`src/nvmpc_defines.vh`:
```
// What this block does
// - Page select bit picks visible EEPROM page
// - Key enable turns key-range writes into compares
// - Protection loads from nonvolatile byte at reset
// - Protection readable; writes may only grow it
// - Protected target drops command, sets violation
// - Mass erase refused while anything protected
// - EEPROM field sets protected top bytes
// - Open bit clear protects all flash
// - Flash field encodes protected size steps
// - Writing one to buffer-empty launches command
// - Only burst program may be buffered
// - Complete flag: buffer empty and idle
// - Access error on bad sequence, no divider
// - Stop during command raises access error
// - Blank flag set on erased blank check
// - Only six command codes are legal
// - Blank flash check or key unlocks
// - Divided program clock from bus clock
`ifndef NVMPC_DEFINES_VH
`define NVMPC_DEFINES_VH

// Register word offsets
`define NVPC_OFS_CONFIG 8'h00
`define NVPC_OFS_PROT 8'h04
`define NVPC_OFS_STATUS 8'h08
`define NVPC_OFS_CMD 8'h0c
`define NVPC_OFS_DIV 8'h10
`define NVPC_OFS_TARGET 8'h14
`define NVPC_OFS_IRQ_STS 8'h18
`define NVPC_OFS_IRQ_MASK 8'h1c
`define NVPC_OFS_LOCK 8'h20

// Config bits
`define NVPC_CFG_PAGE 6
`define NVPC_CFG_KEY 5

// Status bits
`define NVPC_ST_CBE 7
`define NVPC_ST_CC 6
`define NVPC_ST_PVIOL 5
`define NVPC_ST_ACCERR 4
`define NVPC_ST_BLANK 2

// Divider bits
`define NVPC_DIV_PRE 6
`define NVPC_DIV_MSB 5
`define NVPC_PRE_LAST 3'h7

// Target register: data 31:24, eeprom select 17, address 16:0
`define NVPC_TGT_EE 17
`define NVPC_TGT_DMSB 31
`define NVPC_TGT_DLSB 24

// Interrupt status bits
`define NVPC_IRQ_DONE 0
`define NVPC_IRQ_PVIOL 1
`define NVPC_IRQ_ACCERR 2

// Command codes
`define NVPC_CMD_BLANK 8'h01
`define NVPC_CMD_BYTE 8'h02
`define NVPC_CMD_BURST 8'h03
`define NVPC_CMD_SECT 8'h04
`define NVPC_CMD_MASS 8'h05
`define NVPC_CMD_ABORT 8'h06

// Backdoor key window
`define NVPC_KEY_LO 16'hffb0
`define NVPC_KEY_HI 16'hffb7
`define NVPC_KEY_LAST 3'h7

// Protection encodings
`define NVPC_EE_NONE 2'h3
`define NVPC_FPS_A0 5'h17
`define NVPC_FPS_A1 5'h0f
`define NVPC_FPS_TOP 5'h1f
`define NVPC_UNITS_ARR 7'h20
`define NVPC_UNITS_ALL 7'h40
`define NVPC_UNITS_MID 7'h30
`define NVPC_EE_TOP 15'h4000
`define NVPC_UNLOCKED 2'h2

// Reset values
`define NVPC_RST_STATUS 8'hc0

`endif

```
`src/nvmpc_prot_decode.v`:
```
`timescale 1ns/1ps
`include "nvmpc_defines.vh"

// Turns a protection byte into a protected-range test
module nvmpc_prot_decode (
  // Protection setting
  input wire [7:0] i_prot,
  // Target under test
  input wire i_is_eeprom,
  input wire [16:0] i_addr,
  // Results
  output reg o_protected,
  output reg o_any,
  output reg [6:0] o_units,
  output wire [1:0] o_ee_field
);

  wire [1:0] eeprom_protect_field = i_prot[7:6];
  wire [4:0] flash_protect_field = i_prot[5:1];
  wire flash_protect_open = i_prot[0];
  reg [7:0] ee_size; // Protected EEPROM bytes
  reg [6:0] size0; // 2K units in array 0
  reg [6:0] size1; // 2K units in array 1

  assign o_ee_field = eeprom_protect_field;

  // Size decode; flash counted in 2 Kbyte units
  always @* begin
    case (eeprom_protect_field)
      2'h0: ee_size = 8'h80;
      2'h1: ee_size = 8'h40;
      2'h2: ee_size = 8'h20;
      default: ee_size = 8'h00;
    endcase
    if (!flash_protect_open) begin
      o_units = `NVPC_UNITS_ALL;
    end else if (flash_protect_field >= `NVPC_FPS_A0) begin
      o_units = {2'h0, (`NVPC_FPS_TOP - flash_protect_field)} << 2;
    end else if (flash_protect_field >= `NVPC_FPS_A1) begin
      o_units = `NVPC_UNITS_ARR + ({2'h0, (`NVPC_FPS_A0 - flash_protect_field)} << 1);
    end else begin
      o_units = `NVPC_UNITS_MID + {2'h0, (`NVPC_FPS_A1 - flash_protect_field)};
    end
    // Array 0 fills first, then array 1 from its own top
    size0 = (o_units > `NVPC_UNITS_ARR) ? `NVPC_UNITS_ARR : o_units;
    size1 = o_units - size0;
    if (i_is_eeprom) begin
      o_protected = ({1'b0, i_addr[13:0]} + {7'h00, ee_size}) >= `NVPC_EE_TOP;
    end else if (!i_addr[16]) begin
      o_protected = ({2'h0, i_addr[15:11]} + size0) >= `NVPC_UNITS_ARR;
    end else begin
      o_protected = ({2'h0, i_addr[15:11]} + size1) >= `NVPC_UNITS_ARR;
    end
    o_any = (o_units != 7'h00) || (eeprom_protect_field != `NVPC_EE_NONE);
  end

endmodule

```
`src/nvmpc_top.v`:
```
`timescale 1ns/1ps
`include "nvmpc_defines.vh"

// Register front end of the flash and EEPROM program/erase controller
module nvmpc_top (
  // Clock and reset
  input wire i_clk,
  input wire i_rst_n,
  // APB slave
  input wire i_psel,
  input wire i_penable,
  input wire i_pwrite,
  input wire [7:0] i_paddr,
  input wire [31:0] i_pwdata,
  output reg [31:0] o_prdata,
  output reg o_pready,
  output reg o_pslverr,
  // Nonvolatile values; protection and lock code sampled at reset, key bytes used live
  input wire [7:0] i_nonvolatile_protect_byte,
  input wire [1:0] i_nv_lock_state_code,
  input wire [63:0] i_backdoor_key_bytes,
  // Array engine
  input wire i_op_done,
  input wire i_op_blank,
  input wire i_stop_entry,
  output reg o_op_start,
  output reg [7:0] o_op_code,
  output reg [17:0] o_op_addr,
  output reg [7:0] o_op_data,
  output reg o_nvm_clk_tick,
  // Visible state
  output reg o_eeprom_page_select,
  output reg [1:0] o_lock_state_code,
  output reg o_irq
);

  ////////////////////////////////////////////////////////////////////////
  // Bus decode

  wire setup = i_psel & ~i_penable; // Setup phase
  wire acc = i_psel & i_penable & o_pready; // Completing access
  wire wr = acc & i_pwrite;
  wire rd = acc & ~i_pwrite;
  wire wr_cfg = wr & (i_paddr == `NVPC_OFS_CONFIG);
  wire wr_prot = wr & (i_paddr == `NVPC_OFS_PROT);
  wire wr_st = wr & (i_paddr == `NVPC_OFS_STATUS);
  wire wr_cmd = wr & (i_paddr == `NVPC_OFS_CMD);
  wire wr_div = wr & (i_paddr == `NVPC_OFS_DIV);
  wire wr_tgt = wr & (i_paddr == `NVPC_OFS_TARGET);
  wire wr_msk = wr & (i_paddr == `NVPC_OFS_IRQ_MASK);
  wire rd_irq = rd & (i_paddr == `NVPC_OFS_IRQ_STS);

  ////////////////////////////////////////////////////////////////////////
  // State

  reg key_en_q; // Key compare enable
  reg [7:0] prot_q; // Live protection byte
  reg cbe_q; // Command buffer empty
  reg busy_q; // Array operation running
  reg pviol_q; // Protection violation
  reg accerr_q; // Access error
  reg blank_q; // Array found blank
  reg [7:0] cmd_q; // Staged command code
  reg cmd_ok_q; // Command staged since last launch
  reg tgt_ok_q; // Target staged since last launch
  reg [17:0] tgt_q; // Staged target address
  reg [7:0] tdata_q; // Staged data byte
  reg [6:0] div_q; // Prescale bit and divider
  reg div_set_q; // Divider written since reset
  reg buf_q; // Burst program waiting in buffer
  reg [7:0] run_cmd_q; // Command now on the array
  reg [7:0] key_match_q; // Key bytes matched so far
  reg [2:0] irq_sts_q; // Sticky interrupt events
  reg [2:0] irq_msk_q; // Interrupt enables
  reg [2:0] pre_q; // Divide-by-eight prescaler
  reg [5:0] cnt_q; // Divider counter

  wire [7:0] status = {cbe_q, cbe_q & ~busy_q, pviol_q, accerr_q, 1'b0, blank_q, 2'h0};

  ////////////////////////////////////////////////////////////////////////
  // Protection decode

  wire tgt_prot;
  wire any_prot;
  wire [6:0] units_now;
  wire [1:0] ee_now;
  wire [6:0] units_new;
  wire [1:0] ee_new;

  // Tests the staged target against live protection
  nvmpc_prot_decode u_prot_now (
    .i_prot(prot_q),
    .i_is_eeprom(tgt_q[`NVPC_TGT_EE]),
    .i_addr(tgt_q[16:0]),
    .o_protected(tgt_prot),
    .o_any(any_prot),
    .o_units(units_now),
    .o_ee_field(ee_now)
  );

  // Sizes the value being written, address unused
  nvmpc_prot_decode u_prot_new (
    .i_prot(i_pwdata[7:0]),
    .i_is_eeprom(1'b0),
    .i_addr(17'h00000),
    .o_protected(),
    .o_any(),
    .o_units(units_new),
    .o_ee_field(ee_new)
  );

  // Lower EEPROM field value means a larger region
  wire grows = (ee_new <= ee_now) && (units_new >= units_now);

  ////////////////////////////////////////////////////////////////////////
  // Launch checks

  wire legal = (cmd_q >= `NVPC_CMD_BLANK) && (cmd_q <= `NVPC_CMD_ABORT);
  wire is_burst = cmd_q == `NVPC_CMD_BURST;
  wire is_pe = (cmd_q != `NVPC_CMD_BLANK) && (cmd_q != `NVPC_CMD_ABORT);
  wire launch = wr_st & i_pwdata[`NVPC_ST_CBE];
  // Buffer full, missing stage, or no divider yet
  wire seq_bad = ~cbe_q | ~cmd_ok_q | ~tgt_ok_q | (is_pe & ~div_set_q);
  // Only a burst may queue behind a running burst
  wire busy_bad = busy_q & ~(is_burst & (run_cmd_q == `NVPC_CMD_BURST));
  wire acc_fail = launch & (seq_bad | ~legal | busy_bad);
  wire mass_bad = (cmd_q == `NVPC_CMD_MASS) & any_prot;
  wire prot_bad = is_pe & (cmd_q != `NVPC_CMD_MASS) & tgt_prot;
  wire pv_fail = launch & ~acc_fail & (mass_bad | prot_bad);
  wire accept = launch & ~acc_fail & ~pv_fail;
  wire stop_err = i_stop_entry & busy_q;
  // Array finished; a buffered burst starts at once
  wire finish = busy_q & i_op_done & ~stop_err;
  wire start_now = accept & (~busy_q | finish); // Launch on the finishing edge starts at once
  wire start_buf = finish & buf_q;

  // Key window write to flash; compare enable is applied where it is used
  wire key_hit = wr_tgt & ~i_pwdata[`NVPC_TGT_EE] & ~i_pwdata[16] &
    (i_pwdata[15:0] >= `NVPC_KEY_LO) & (i_pwdata[15:0] <= `NVPC_KEY_HI);
  wire [2:0] key_idx = i_pwdata[2:0];
  wire [7:0] key_byte = i_backdoor_key_bytes[{key_idx, 3'h0} +: 8];
  wire key_good = i_pwdata[`NVPC_TGT_DMSB:`NVPC_TGT_DLSB] == key_byte;

  ////////////////////////////////////////////////////////////////////////
  // Configuration, protection, divider and lock state

  // Protection and lock come from nonvolatile copies at reset
  always @(posedge i_clk) begin
    if (!i_rst_n) begin
      o_eeprom_page_select <= 1'b0;
      key_en_q <= 1'b0;
      prot_q <= i_nonvolatile_protect_byte;
      o_lock_state_code <= i_nv_lock_state_code;
      div_q <= 7'h00;
      div_set_q <= 1'b0;
      irq_msk_q <= 3'h0;
      key_match_q <= 8'h00;
    end else begin
      if (wr_cfg) begin
        o_eeprom_page_select <= i_pwdata[`NVPC_CFG_PAGE];
        key_en_q <= i_pwdata[`NVPC_CFG_KEY];
      end
      if (wr_prot && grows) begin
        prot_q <= i_pwdata[7:0];
      end
      if (wr_div) begin
        div_q <= i_pwdata[6:0];
        div_set_q <= 1'b1;
      end
      if (wr_msk) begin
        irq_msk_q <= i_pwdata[2:0];
      end
      // Eight bytes must match, last at the top of the window
      if (key_hit && key_en_q) begin
        key_match_q[key_idx] <= key_good;
        if (key_idx == `NVPC_KEY_LAST && key_good && (&key_match_q[6:0])) begin
          o_lock_state_code <= `NVPC_UNLOCKED;
        end
      end
      // Blank flash wipes security
      if (finish && run_cmd_q == `NVPC_CMD_BLANK && i_op_blank && !o_op_addr[`NVPC_TGT_EE]) begin
        o_lock_state_code <= `NVPC_UNLOCKED;
      end
    end
  end

  ////////////////////////////////////////////////////////////////////////
  // Command staging

  // A key-window write with compare on is not a command target
  always @(posedge i_clk) begin
    if (!i_rst_n) begin
      cmd_q <= 8'h00;
      cmd_ok_q <= 1'b0;
      tgt_ok_q <= 1'b0;
      tgt_q <= 18'h00000;
      tdata_q <= 8'h00;
    end else begin
      if (launch) begin
        cmd_ok_q <= 1'b0;
        tgt_ok_q <= 1'b0;
      end
      if (wr_cmd) begin
        cmd_q <= i_pwdata[7:0];
        cmd_ok_q <= 1'b1;
      end
      if (wr_tgt && !(key_hit && key_en_q)) begin
        tgt_q <= i_pwdata[17:0];
        tdata_q <= i_pwdata[`NVPC_TGT_DMSB:`NVPC_TGT_DLSB];
        tgt_ok_q <= 1'b1;
      end
    end
  end

  ////////////////////////////////////////////////////////////////////////
  // Status flags and array hand-off

  // Hardware sets win over software clears
  always @(posedge i_clk) begin
    if (!i_rst_n) begin
      {cbe_q, busy_q} <= 2'h2;
      pviol_q <= 1'b0;
      accerr_q <= 1'b0;
      blank_q <= 1'b0;
      buf_q <= 1'b0;
      run_cmd_q <= 8'h00;
      o_op_start <= 1'b0;
      o_op_code <= 8'h00;
      o_op_addr <= 18'h00000;
      o_op_data <= 8'h00;
    end else begin
      o_op_start <= start_now | start_buf;
      // Write-one clears
      if (wr_st && i_pwdata[`NVPC_ST_PVIOL]) begin
        pviol_q <= 1'b0;
      end
      if (wr_st && i_pwdata[`NVPC_ST_ACCERR]) begin
        accerr_q <= 1'b0;
      end
      if (pv_fail) begin
        pviol_q <= 1'b1;
      end
      if (acc_fail || stop_err) begin
        accerr_q <= 1'b1;
      end
      // Direct start; buffer stays empty
      if (start_now) begin
        busy_q <= 1'b1;
        blank_q <= 1'b0;
        run_cmd_q <= cmd_q;
        o_op_code <= cmd_q;
        o_op_addr <= tgt_q;
        o_op_data <= tdata_q;
      end
      // Burst queued while array busy; empty flag drops
      if (accept && busy_q && !finish) begin
        buf_q <= 1'b1;
        cbe_q <= 1'b0;
        blank_q <= 1'b0;
        o_op_addr <= tgt_q;
        o_op_data <= tdata_q;
      end
      if (finish) begin
        if (run_cmd_q == `NVPC_CMD_BLANK) begin
          blank_q <= i_op_blank;
        end
        // Buffered burst moves to the array
        if (buf_q) begin
          buf_q <= 1'b0;
          cbe_q <= 1'b1;
        end else if (!start_now) begin
          busy_q <= 1'b0;
        end
      end
      // Stop aborts everything
      if (stop_err) begin
        busy_q <= 1'b0;
        buf_q <= 1'b0;
        cbe_q <= 1'b1;
      end
    end
  end

  ////////////////////////////////////////////////////////////////////////
  // Program/erase clock

  // One-cycle tick per divided period; counts from reset
  always @(posedge i_clk) begin
    if (!i_rst_n) begin
      pre_q <= 3'h0;
      cnt_q <= 6'h00;
      o_nvm_clk_tick <= 1'b0;
    end else begin
      o_nvm_clk_tick <= 1'b0;
      if (!div_q[`NVPC_DIV_PRE] || pre_q == `NVPC_PRE_LAST) begin
        pre_q <= 3'h0;
        if (cnt_q >= div_q[`NVPC_DIV_MSB:0]) begin
          cnt_q <= 6'h00;
          o_nvm_clk_tick <= 1'b1;
        end else begin
          cnt_q <= cnt_q + 6'h01;
        end
      end else begin
        pre_q <= pre_q + 3'h1;
      end
    end
  end

  ////////////////////////////////////////////////////////////////////////
  // Interrupts

  wire [2:0] ev = {acc_fail | stop_err, pv_fail, finish & ~buf_q};
  // Read clears only what the read returned
  wire [2:0] irq_clr = rd_irq ? o_prdata[2:0] : 3'h0;
  wire [2:0] irq_d = (irq_sts_q & ~irq_clr) | ev;

  // Set wins over the read clear
  always @(posedge i_clk) begin
    if (!i_rst_n) begin
      irq_sts_q <= 3'h0;
      o_irq <= 1'b0;
    end else begin
      irq_sts_q <= irq_d;
      o_irq <= |(irq_d & (wr_msk ? i_pwdata[2:0] : irq_msk_q));
    end
  end

  ////////////////////////////////////////////////////////////////////////
  // Read mux and ready

  reg [31:0] rdata_d; // Read data for the setup address
  reg err_d; // Unmapped address

  // Read value captured in setup, shown in access
  always @* begin
    rdata_d = 32'h00000000;
    err_d = 1'b0;
    case (i_paddr)
      `NVPC_OFS_CONFIG: rdata_d[7:0] = {1'b0, o_eeprom_page_select, key_en_q, 5'h00};
      `NVPC_OFS_PROT: rdata_d[7:0] = prot_q;
      `NVPC_OFS_STATUS: rdata_d[7:0] = status;
      `NVPC_OFS_CMD: rdata_d[7:0] = cmd_q;
      `NVPC_OFS_DIV: rdata_d[6:0] = div_q;
      `NVPC_OFS_TARGET: rdata_d = {tdata_q, 6'h00, tgt_q};
      `NVPC_OFS_IRQ_STS: rdata_d[2:0] = irq_sts_q;
      `NVPC_OFS_IRQ_MASK: rdata_d[2:0] = irq_msk_q;
      `NVPC_OFS_LOCK: rdata_d[1:0] = o_lock_state_code;
      default: err_d = 1'b1;
    endcase
  end

  // Fixed one access cycle: ready follows every setup
  always @(posedge i_clk) begin
    if (!i_rst_n) begin
      o_prdata <= 32'h00000000;
      o_pready <= 1'b0;
      o_pslverr <= 1'b0;
    end else begin
      o_pready <= setup;
      if (setup) begin
        o_prdata <= i_pwrite ? 32'h00000000 : rdata_d;
        o_pslverr <= err_d;
      end else begin
        o_pslverr <= 1'b0;
      end
    end
  end

endmodule

```
`config.mk`:
```
export PLATFORM = sky130hd
export DESIGN_NAME = nvmpc_top
export DESIGN_NICKNAME = d
export VERILOG_FILES = /design/src/nvmpc_prot_decode.v /design/src/nvmpc_top.v
export VERILOG_INCLUDE_DIRS = /design/src /design/src/src
export SDC_FILE = /design/constraint.sdc
export NUM_CORES = 1
export LEC_CHECK = 0
export BUFFER_PORTS_ARGS = -buffer_cell sky130_fd_sc_hd__buf_2
export CORE_MARGIN = 8
export CORE_UTILIZATION = 40
export CTS_CLUSTER_DIAMETER = 150
export DETAILED_ROUTE_END_ITERATION = 8
export GPL_TIMING_DRIVEN = 0
export PLACE_DENSITY = 0.68
export RECOVER_POWER = 25
export REMOVE_ABC_BUFFERS = 1
export SYNTH_ARGS = -nofsm -noshare
export SYNTH_HDL_FRONTEND = slang
export SYNTH_SLANG_ARGS = --single-unit
```
`constraint.sdc`:
```
create_clock -name i_clk -period 5.26 [get_ports i_clk]
set_clock_uncertainty 0.05 [all_clocks]
set_input_delay 1.052 -clock i_clk [delete_from_list [all_inputs] [get_ports i_clk]]
set_output_delay 1.052 -clock i_clk [all_outputs]
set_load 0.1 [all_outputs]
```
==> flow_metrics.py, run 1 <==
metrics = {
    "detailed_routing": {
        "first_pass_iters": 7,
        "first_iter_violations": 514,
        "viasPerCell": 5.37,
        "wl_per_cell_um": 17.7,
        "num_vias": 7231,
        "remaining_drc_errors": 0,
        "ant_nets": 0,
        "drt_wl_total_um": 23900,
    },
    "timing": {
        "relSlewSlack": 0.181,
        "hold_viol": 0,
        "fin_crit_sh": 0.795,
        "period_needed_ps": 4180,
        "setup_viol": 0,
        "max_freq_mhz": 239,
        "worst_slew_pin_slew_ps": 1220,
        "rsz0062_at_grt": "no",
        "final_max_slew_viol_count": 0,
    },
    "placed_design": {
        "dpl_cell_area_mm2": 0.00925,
        "place.gp.congestion": 0.869,
        "place_hpwl_um": 17700,
        "portBuffers": 183,
    },
    "grt": {
        "grt_usage": 0.192,
        "grt_antenna_before_repair": 2,
        "first_global_vias": 7243,
        "overflow": 0,
        "grt_max_degree": 90,
        "grt_pass1_wl_um": 37600,
    },
    "cts": {
        "htree_levels": 4,
        "cts_tree": "built",
        "cts_made_buffers": 17,
        "clock_path_buffers": 2,
        "clk_pin_slew_ps": 60,
        "cts_setup_buffers": 0,
        "cts_hold_buf": 0,
        "ctsResizeCount": 0,
        "cts_root_buf": "clkbuf_16",
        "cts.sinks": 149,
        "clk_latency_ps": 420,
    },
    "synthesis": {
        "muxShareOfSynthArea": 0.156,
        "yosys.area_share.simple": 0.202,
        "synthCells": 909,
        "synth_xor_area_frac": 0.0140,
        "syn-cell-area_mm2": 0.00813,
        "synth_edf_count": 10,
        "synth_top_family_by_area": "simple AND/OR/NAND/NOR gates",
        "yosysUniqueCellTypes": 73,
        "ys_ff_latch": 149,
        "syn_avg_cell_area_um2": 8.94,
        "yosysWarnings": 0,
        "synth_flop_cell": "dfxtp_1",
        "synth_fa_ha_area_frac": 0.0702,
        "synth_compound_gate_area_share": 0.124,
        "synthArstFlopShare": 0,
        "ys_seq_area_frac": 0.379,
    },
    "final_layout": {
        "finalNetCount": 1227,
        "fin_util": 0.488,
        "area_delta_synth_final_pct": 20.7,
        "drive_above_1_share": 0.195,
        "layout_commonest_cell": "buf_2",
        "multi_input_area_mm2": 0.00467,
        "final_area_mm2": 0.00980,
        "final_cell_mix": "buf_2 (141), dfxtp_1 (139), nor2_1 (113)",
        "register_area_mm2": 0.00308,
        "num-fill-cells": 1907,
    },
    "min_path": {
        "hold_class": "reg2reg",
        "min_from": "pre_q[0]",
    },
    "floorplanning": {
        "core_area_mm2": 0.0201,
        "rows": 52,
        "io_pins": 196,
        "die_area_mm2": 0.0251,
        "fp.dieH_um": 159,
        "die_x_um": 159,
        "start_util": 0.404,
    },
    "critical_path": {
        "regToRegSetupSlack_ps": 1080,
        "path_class": "reg2reg",
        "r2r_start": "prot_q[0]",
        "crit_required_ps": 5560,
        "cp-start-kind": "flip-flop",
        "critPathMaxFanout": 16,
        "r2r_end": "o_op_data[5]",
        "endpoint_kind": "flip-flop",
        "cp_data_arrival_time_ps": 4480,
        "r2r_cells": 14,
        "crit_end": "o_op_data[5]",
        "critPathLaunch": "prot_q[0]",
    },
    "power": {
        "vdd_ir_drop_max_v": 0.000199,
        "powerDensity_mw_per_mm2": 277,
        "p_leak_nw": 4.01,
    },
    "flow_run": {
        "cap_violations": 0,
    },
    "run_status": {
        "status": "completed",
    },
}
## area by class of cell
| type | instances | share of cell area |
|---|---|---|
| Inverter | 40 | 0.0156 |
| Clock inverter | 7 | 0.00919 |
| Multi-Input combinational cell | 668 | 0.476 |
| Tap cell | 270 | 0.0345 |
| Sequential cell | 149 | 0.314 |
| Clock buffer | 25 | 0.0526 |
| Antenna cell | 1 | 0.000255 |
| Timing Repair Buffer | 187 | 0.0976 |
## logic make-up after synthesis
logic type	after synthesis
AO/OA/AOI/OAI	148
XOR/XNOR	13
adder cells (fa/ha/maj)	42
buffers and inverters	103
flip-flops	149
multiplexers	111
other	2
AND/OR/NAND/NOR	341
## state kept, by name (all words and copies together) (netlist names), 2 cells and up
register and flops:
o_prdata 26, o_op_addr 18, tgt_q 18, cmd_q 8, o_op_data 8, prot_q 8, run_cmd_q 8, tdata_q 8
div_q 7, key_match_q 7, cnt_q 6, irq_msk_q 3, irq_sts_q 3, pre_q 3, o_lock_state_code 2
## Yosys cell counts, types with 14 or more instances
cell | n | area share
a21oi_1 | 35 | 0.022
a22oi_1 | 21 | 0.019
and3_1 | 17 | 0.013
clkbuf_1 | 45 | 0.021
dfxtp_1 | 139 | 0.34
ha_1 | 36 | 0.055
inv_1 | 39 | 0.018
mux2i_1 | 87 | 0.11
nand2_1 | 96 | 0.044
nand3_1 | 20 | 0.012
nand4_1 | 14 | 0.011
nor2_1 | 113 | 0.052
o21ai_0 | 20 | 0.012
## where the power goes
group	internal, mW	switching, mW	total [mW]
logic	0.116	0.188	0.304
registers	1.15	0.0130	1.16
clock network	0.774	0.471	1.24
## routing by layer
metal / global-route usage / vias to the layer above / wire length [um]
li1: - / 3523 / -
met1: 0.222 / 3430 / 10100
met2: 0.332 / 232 / 11700
met3: 0.0480 / 44 / 1380
met4: 0.0813 / 2 / 688
met5: 0 / - / 9
## worst max-delay path, stage by stage, from the launching register on
cell and delay [ps]:
edfxtp_1 640, nand3_1 280, nand2b_1 240, inv_1 100, fa_1 420, inv_1 70, ha_1 230, nor2b_1 130
o211ai_1 190, a21bo_2 160, nand4_1 90, o211ai_1 380, and3_2 650, buf_16 240, mux2i_1 200
## metrics by stage
step	worst slack (ps)	setup TNS, ps	hold slack, ps	instances	power [mW]
after detailed placement	838	0	381	1314	1.49
after global placement	-505	-2530	374	1310	1.48
final	1080	0	387	1347	2.71
after global routing	765	0	397	1347	2.82
after CTS	1080	0	388	1346	2.73
after floorplan	1260	0	358	857	1.36
## worst min-delay path by stage
stage	endpoint	slack (ps)	cells after the start
finish	pre_q[0]	390	1
global route	pre_q[0]	400	1
CTS	pre_q[0]	390	1
detailed placement	pre_q[0]	380	1
global placement	pre_q[0]	370	1
floorplan	pre_q[0]	360	1
Power figures use the tool's default switching activity.
==> inputs of run 2 (changes only) <==
==> constraint.sdc (replaced) <==
create_clock -name i_clk -period 4.21 [get_ports i_clk]
set_clock_uncertainty 0.05 [all_clocks]
set_input_delay 0.842 -clock i_clk [delete_from_list [all_inputs] [get_ports i_clk]]
set_output_delay 0.842 -clock i_clk [all_outputs]
set_load 0.1 [all_outputs]
==> run 2 against run 1 <==
  * The flow now finishes with violations (max-capacitance violations, max-slew violations)
  * Maximum frequency is 7.2% higher
  * Register-to-register slack lost 770 ps
  * Count of clock-buffer cells in the layout unchanged
  * Hold slack about the same
  * First-iteration DRC count is 9.5% lower
  * Flip-flop and latch count unchanged
  * Setup slack worse by 770 ps
  * Routed wire length down 0.10%
  * Total power is 25% higher
  * Core utilization is essentially flat
  * Design area hardly changed
  * Critical path type unchanged
  * Critical endpoint unchanged
  * Largest power group unchanged
==> flow_metrics.py, run 2 (synthesized netlist as in run 1, its figures left out) <==
metrics = {
    "run_status": {
        "status": "finished, violations left",
        "violations": "max-capacitance violations, max-slew violations",
    },
    "timing": {
        "relSlewSlack": -0.0431,
        "fin_crit_sh": 0.926,
        "rsz0062_at_grt": "no",
        "hold_ws_ps": 387,
        "max_freq_mhz": 257,
        "worst_slew_pin_slew_ps": 1560,
        "period_needed_ps": 3900,
        "hold_viol": 0,
        "final_max_slew_viol_count": 90,
        "setup_viol": 0,
    },
    "cts": {
        "cts_made_buffers": 17,
        "cts_root_buf": "clkbuf_16",
        "cts_tree": "built",
        "cts_hold_buf": 0,
        "cts.sinks": 149,
        "htree_levels": 4,
        "clk_latency_ps": 420,
        "clock_path_buffers": 2,
        "clk_pin_slew_ps": 60,
    },
    "final_layout": {
        "drive_above_1_share": 0.196,
        "finalNetCount": 1228,
        "regMostFlops": "o_prdata",
        "reg_top3": "o_prdata: 26 flops, o_op_addr: 18 flops, tgt_q: 18 flops",
        "layout_commonest_cell": "buf_2",
        "num-fill-cells": 1908,
        "final_cell_mix": "buf_2 (141), dfxtp_1 (139), nor2_1 (113)",
        "final_area_mm2": 0.00981,
        "fin_util": 0.488,
        "largest_reg_flops": 26,
        "area_delta_synth_final_pct": 20.8,
    },
    "power": {
        "vdd_ir_drop_max_v": 0.000249,
        "powerDensity_mw_per_mm2": 345,
        "p_leak_nw": 4.01,
    },
    "critical_path": {
        "path_class": "reg2reg",
        "r2r_start": "prot_q[5]",
        "endpoint_kind": "flip-flop",
        "regToRegSetupSlack_ps": 310,
        "crit_required_ps": 4510,
        "cp-start-kind": "flip-flop",
        "cp_data_arrival_time_ps": 4190,
        "critPathMaxFanout": 16,
        "r2r_end": "o_op_data[5]",
        "r2r_cells": 14,
    },
    "placed_design": {
        "place.gp.congestion": 0.869,
        "portBuffers": 183,
        "place_hpwl_um": 17700,
        "dpl_cell_area_mm2": 0.00925,
    },
    "grt": {
        "grt_max_degree": 90,
        "first_global_vias": 7243,
        "grt_usage": 0.192,
        "overflow": 0,
        "grt_pass1_wl_um": 37600,
        "grt_antenna_before_repair": 2,
    },
    "detailed_routing": {
        "num_vias": 7233,
        "drt_wl_total_um": 23800,
        "remaining_drc_errors": 0,
        "ant_nets": 0,
        "first_iter_violations": 465,
        "viasPerCell": 5.37,
        "first_pass_iters": 7,
        "wl_per_cell_um": 17.7,
    },
    "floorplanning": {
        "rows": 52,
        "start_util": 0.404,
        "fp.dieH_um": 159,
        "core_area_mm2": 0.0201,
        "die_area_mm2": 0.0251,
        "die_x_um": 159,
        "io_pins": 196,
    },
    "min_path": {
        "hold_class": "reg2reg",
        "holdPathEnd": "pre_q[0]",
        "min_from": "pre_q[0]",
        "holdPathStages": 1,
    },
    "flow_run": {
        "cap_violations": 1,
    },
}
[run 2: per-stage QoR]
| stage | setup slack (ps) | instances | power (mW) | setup TNS [ps] |
|---|---|---|---|---|
| final | 312 | 1348 | 3.39 | 0 |
| after global routing | 5.00 | 1348 | 3.53 | 0 |
| after CTS | 32.8 | 1346 | 3.41 | 0 |
| after detailed placement | -2.44 | 1314 | 1.87 | -17.2 |
| after global placement | -1340 | 1310 | 1.85 | -77630 |
| after floorplan | 206 | 857 | 1.70 | 0 |
[run 2: layer usage]
metal	routed length (um)	vias up	part of all wire	GRT usage
met5	9	-	0.00038	0
met2	11600	257	0.49	0.332
met3	1560	46	0.065	0.0480
met1	9970	3404	0.42	0.222
li1	-	3524	-	-
met4	697	2	0.029	0.0813
[run 2: where the power goes]
| group | internal (mW) | switching, mW | leakage [nW] |
|---|---|---|---|
| clock | 0.967 | 0.587 | 0.300 |
| combinational | 0.146 | 0.237 | 2.50 |
| sequential | 1.44 | 0.0137 | 1.22 |
| total | 2.55 | 0.838 | 4.01 |
[run 2: worst max-delay path: stages (launching register included)]
cell      delay, ps
edfxtp_1        560
nand3_1         270
nand2b_1        240
inv_1           100
fa_1            420
inv_1            70
ha_1            230
nor2b_1         130
o211ai_1        190
a21bo_2         160
nand4_1          90
o211ai_1        390
and3_4          480
buf_16          220
mux2i_1         200
[run 2: how the worst max path moves through the flow]
stage | from | end | depth (start not counted)
floorplan | prot_q[0] | blank_q | 13
detailed placement | i_pwdata[2] | prot_q[4] | 10
finish | prot_q[5] | o_op_data[5] | 14
global placement | i_rst_n | key_match_q[1] | 4
global route | prot_q[5] | o_op_addr[10] | 14
CTS | prot_q[0] | o_op_addr[15] | 14
[run 2: layout make-up]
class	count	area, um2	area share
inverters	40	150	0.0153
clock buffers	25	515	0.0525
repair buffers	188	965	0.0983
well taps	270	338	0.0344
clock inverters	7	90.1	0.00918
diodes	1	2.50	0.000255
flip-flops and latches	149	3080	0.314
multi-input cells	668	4670	0.476
[run 2: what timing repair did]
action	in CTS	in global routing
gates resized for setup	0	1
setup buffers	0	1
endpoints found under the setup margin	0	28
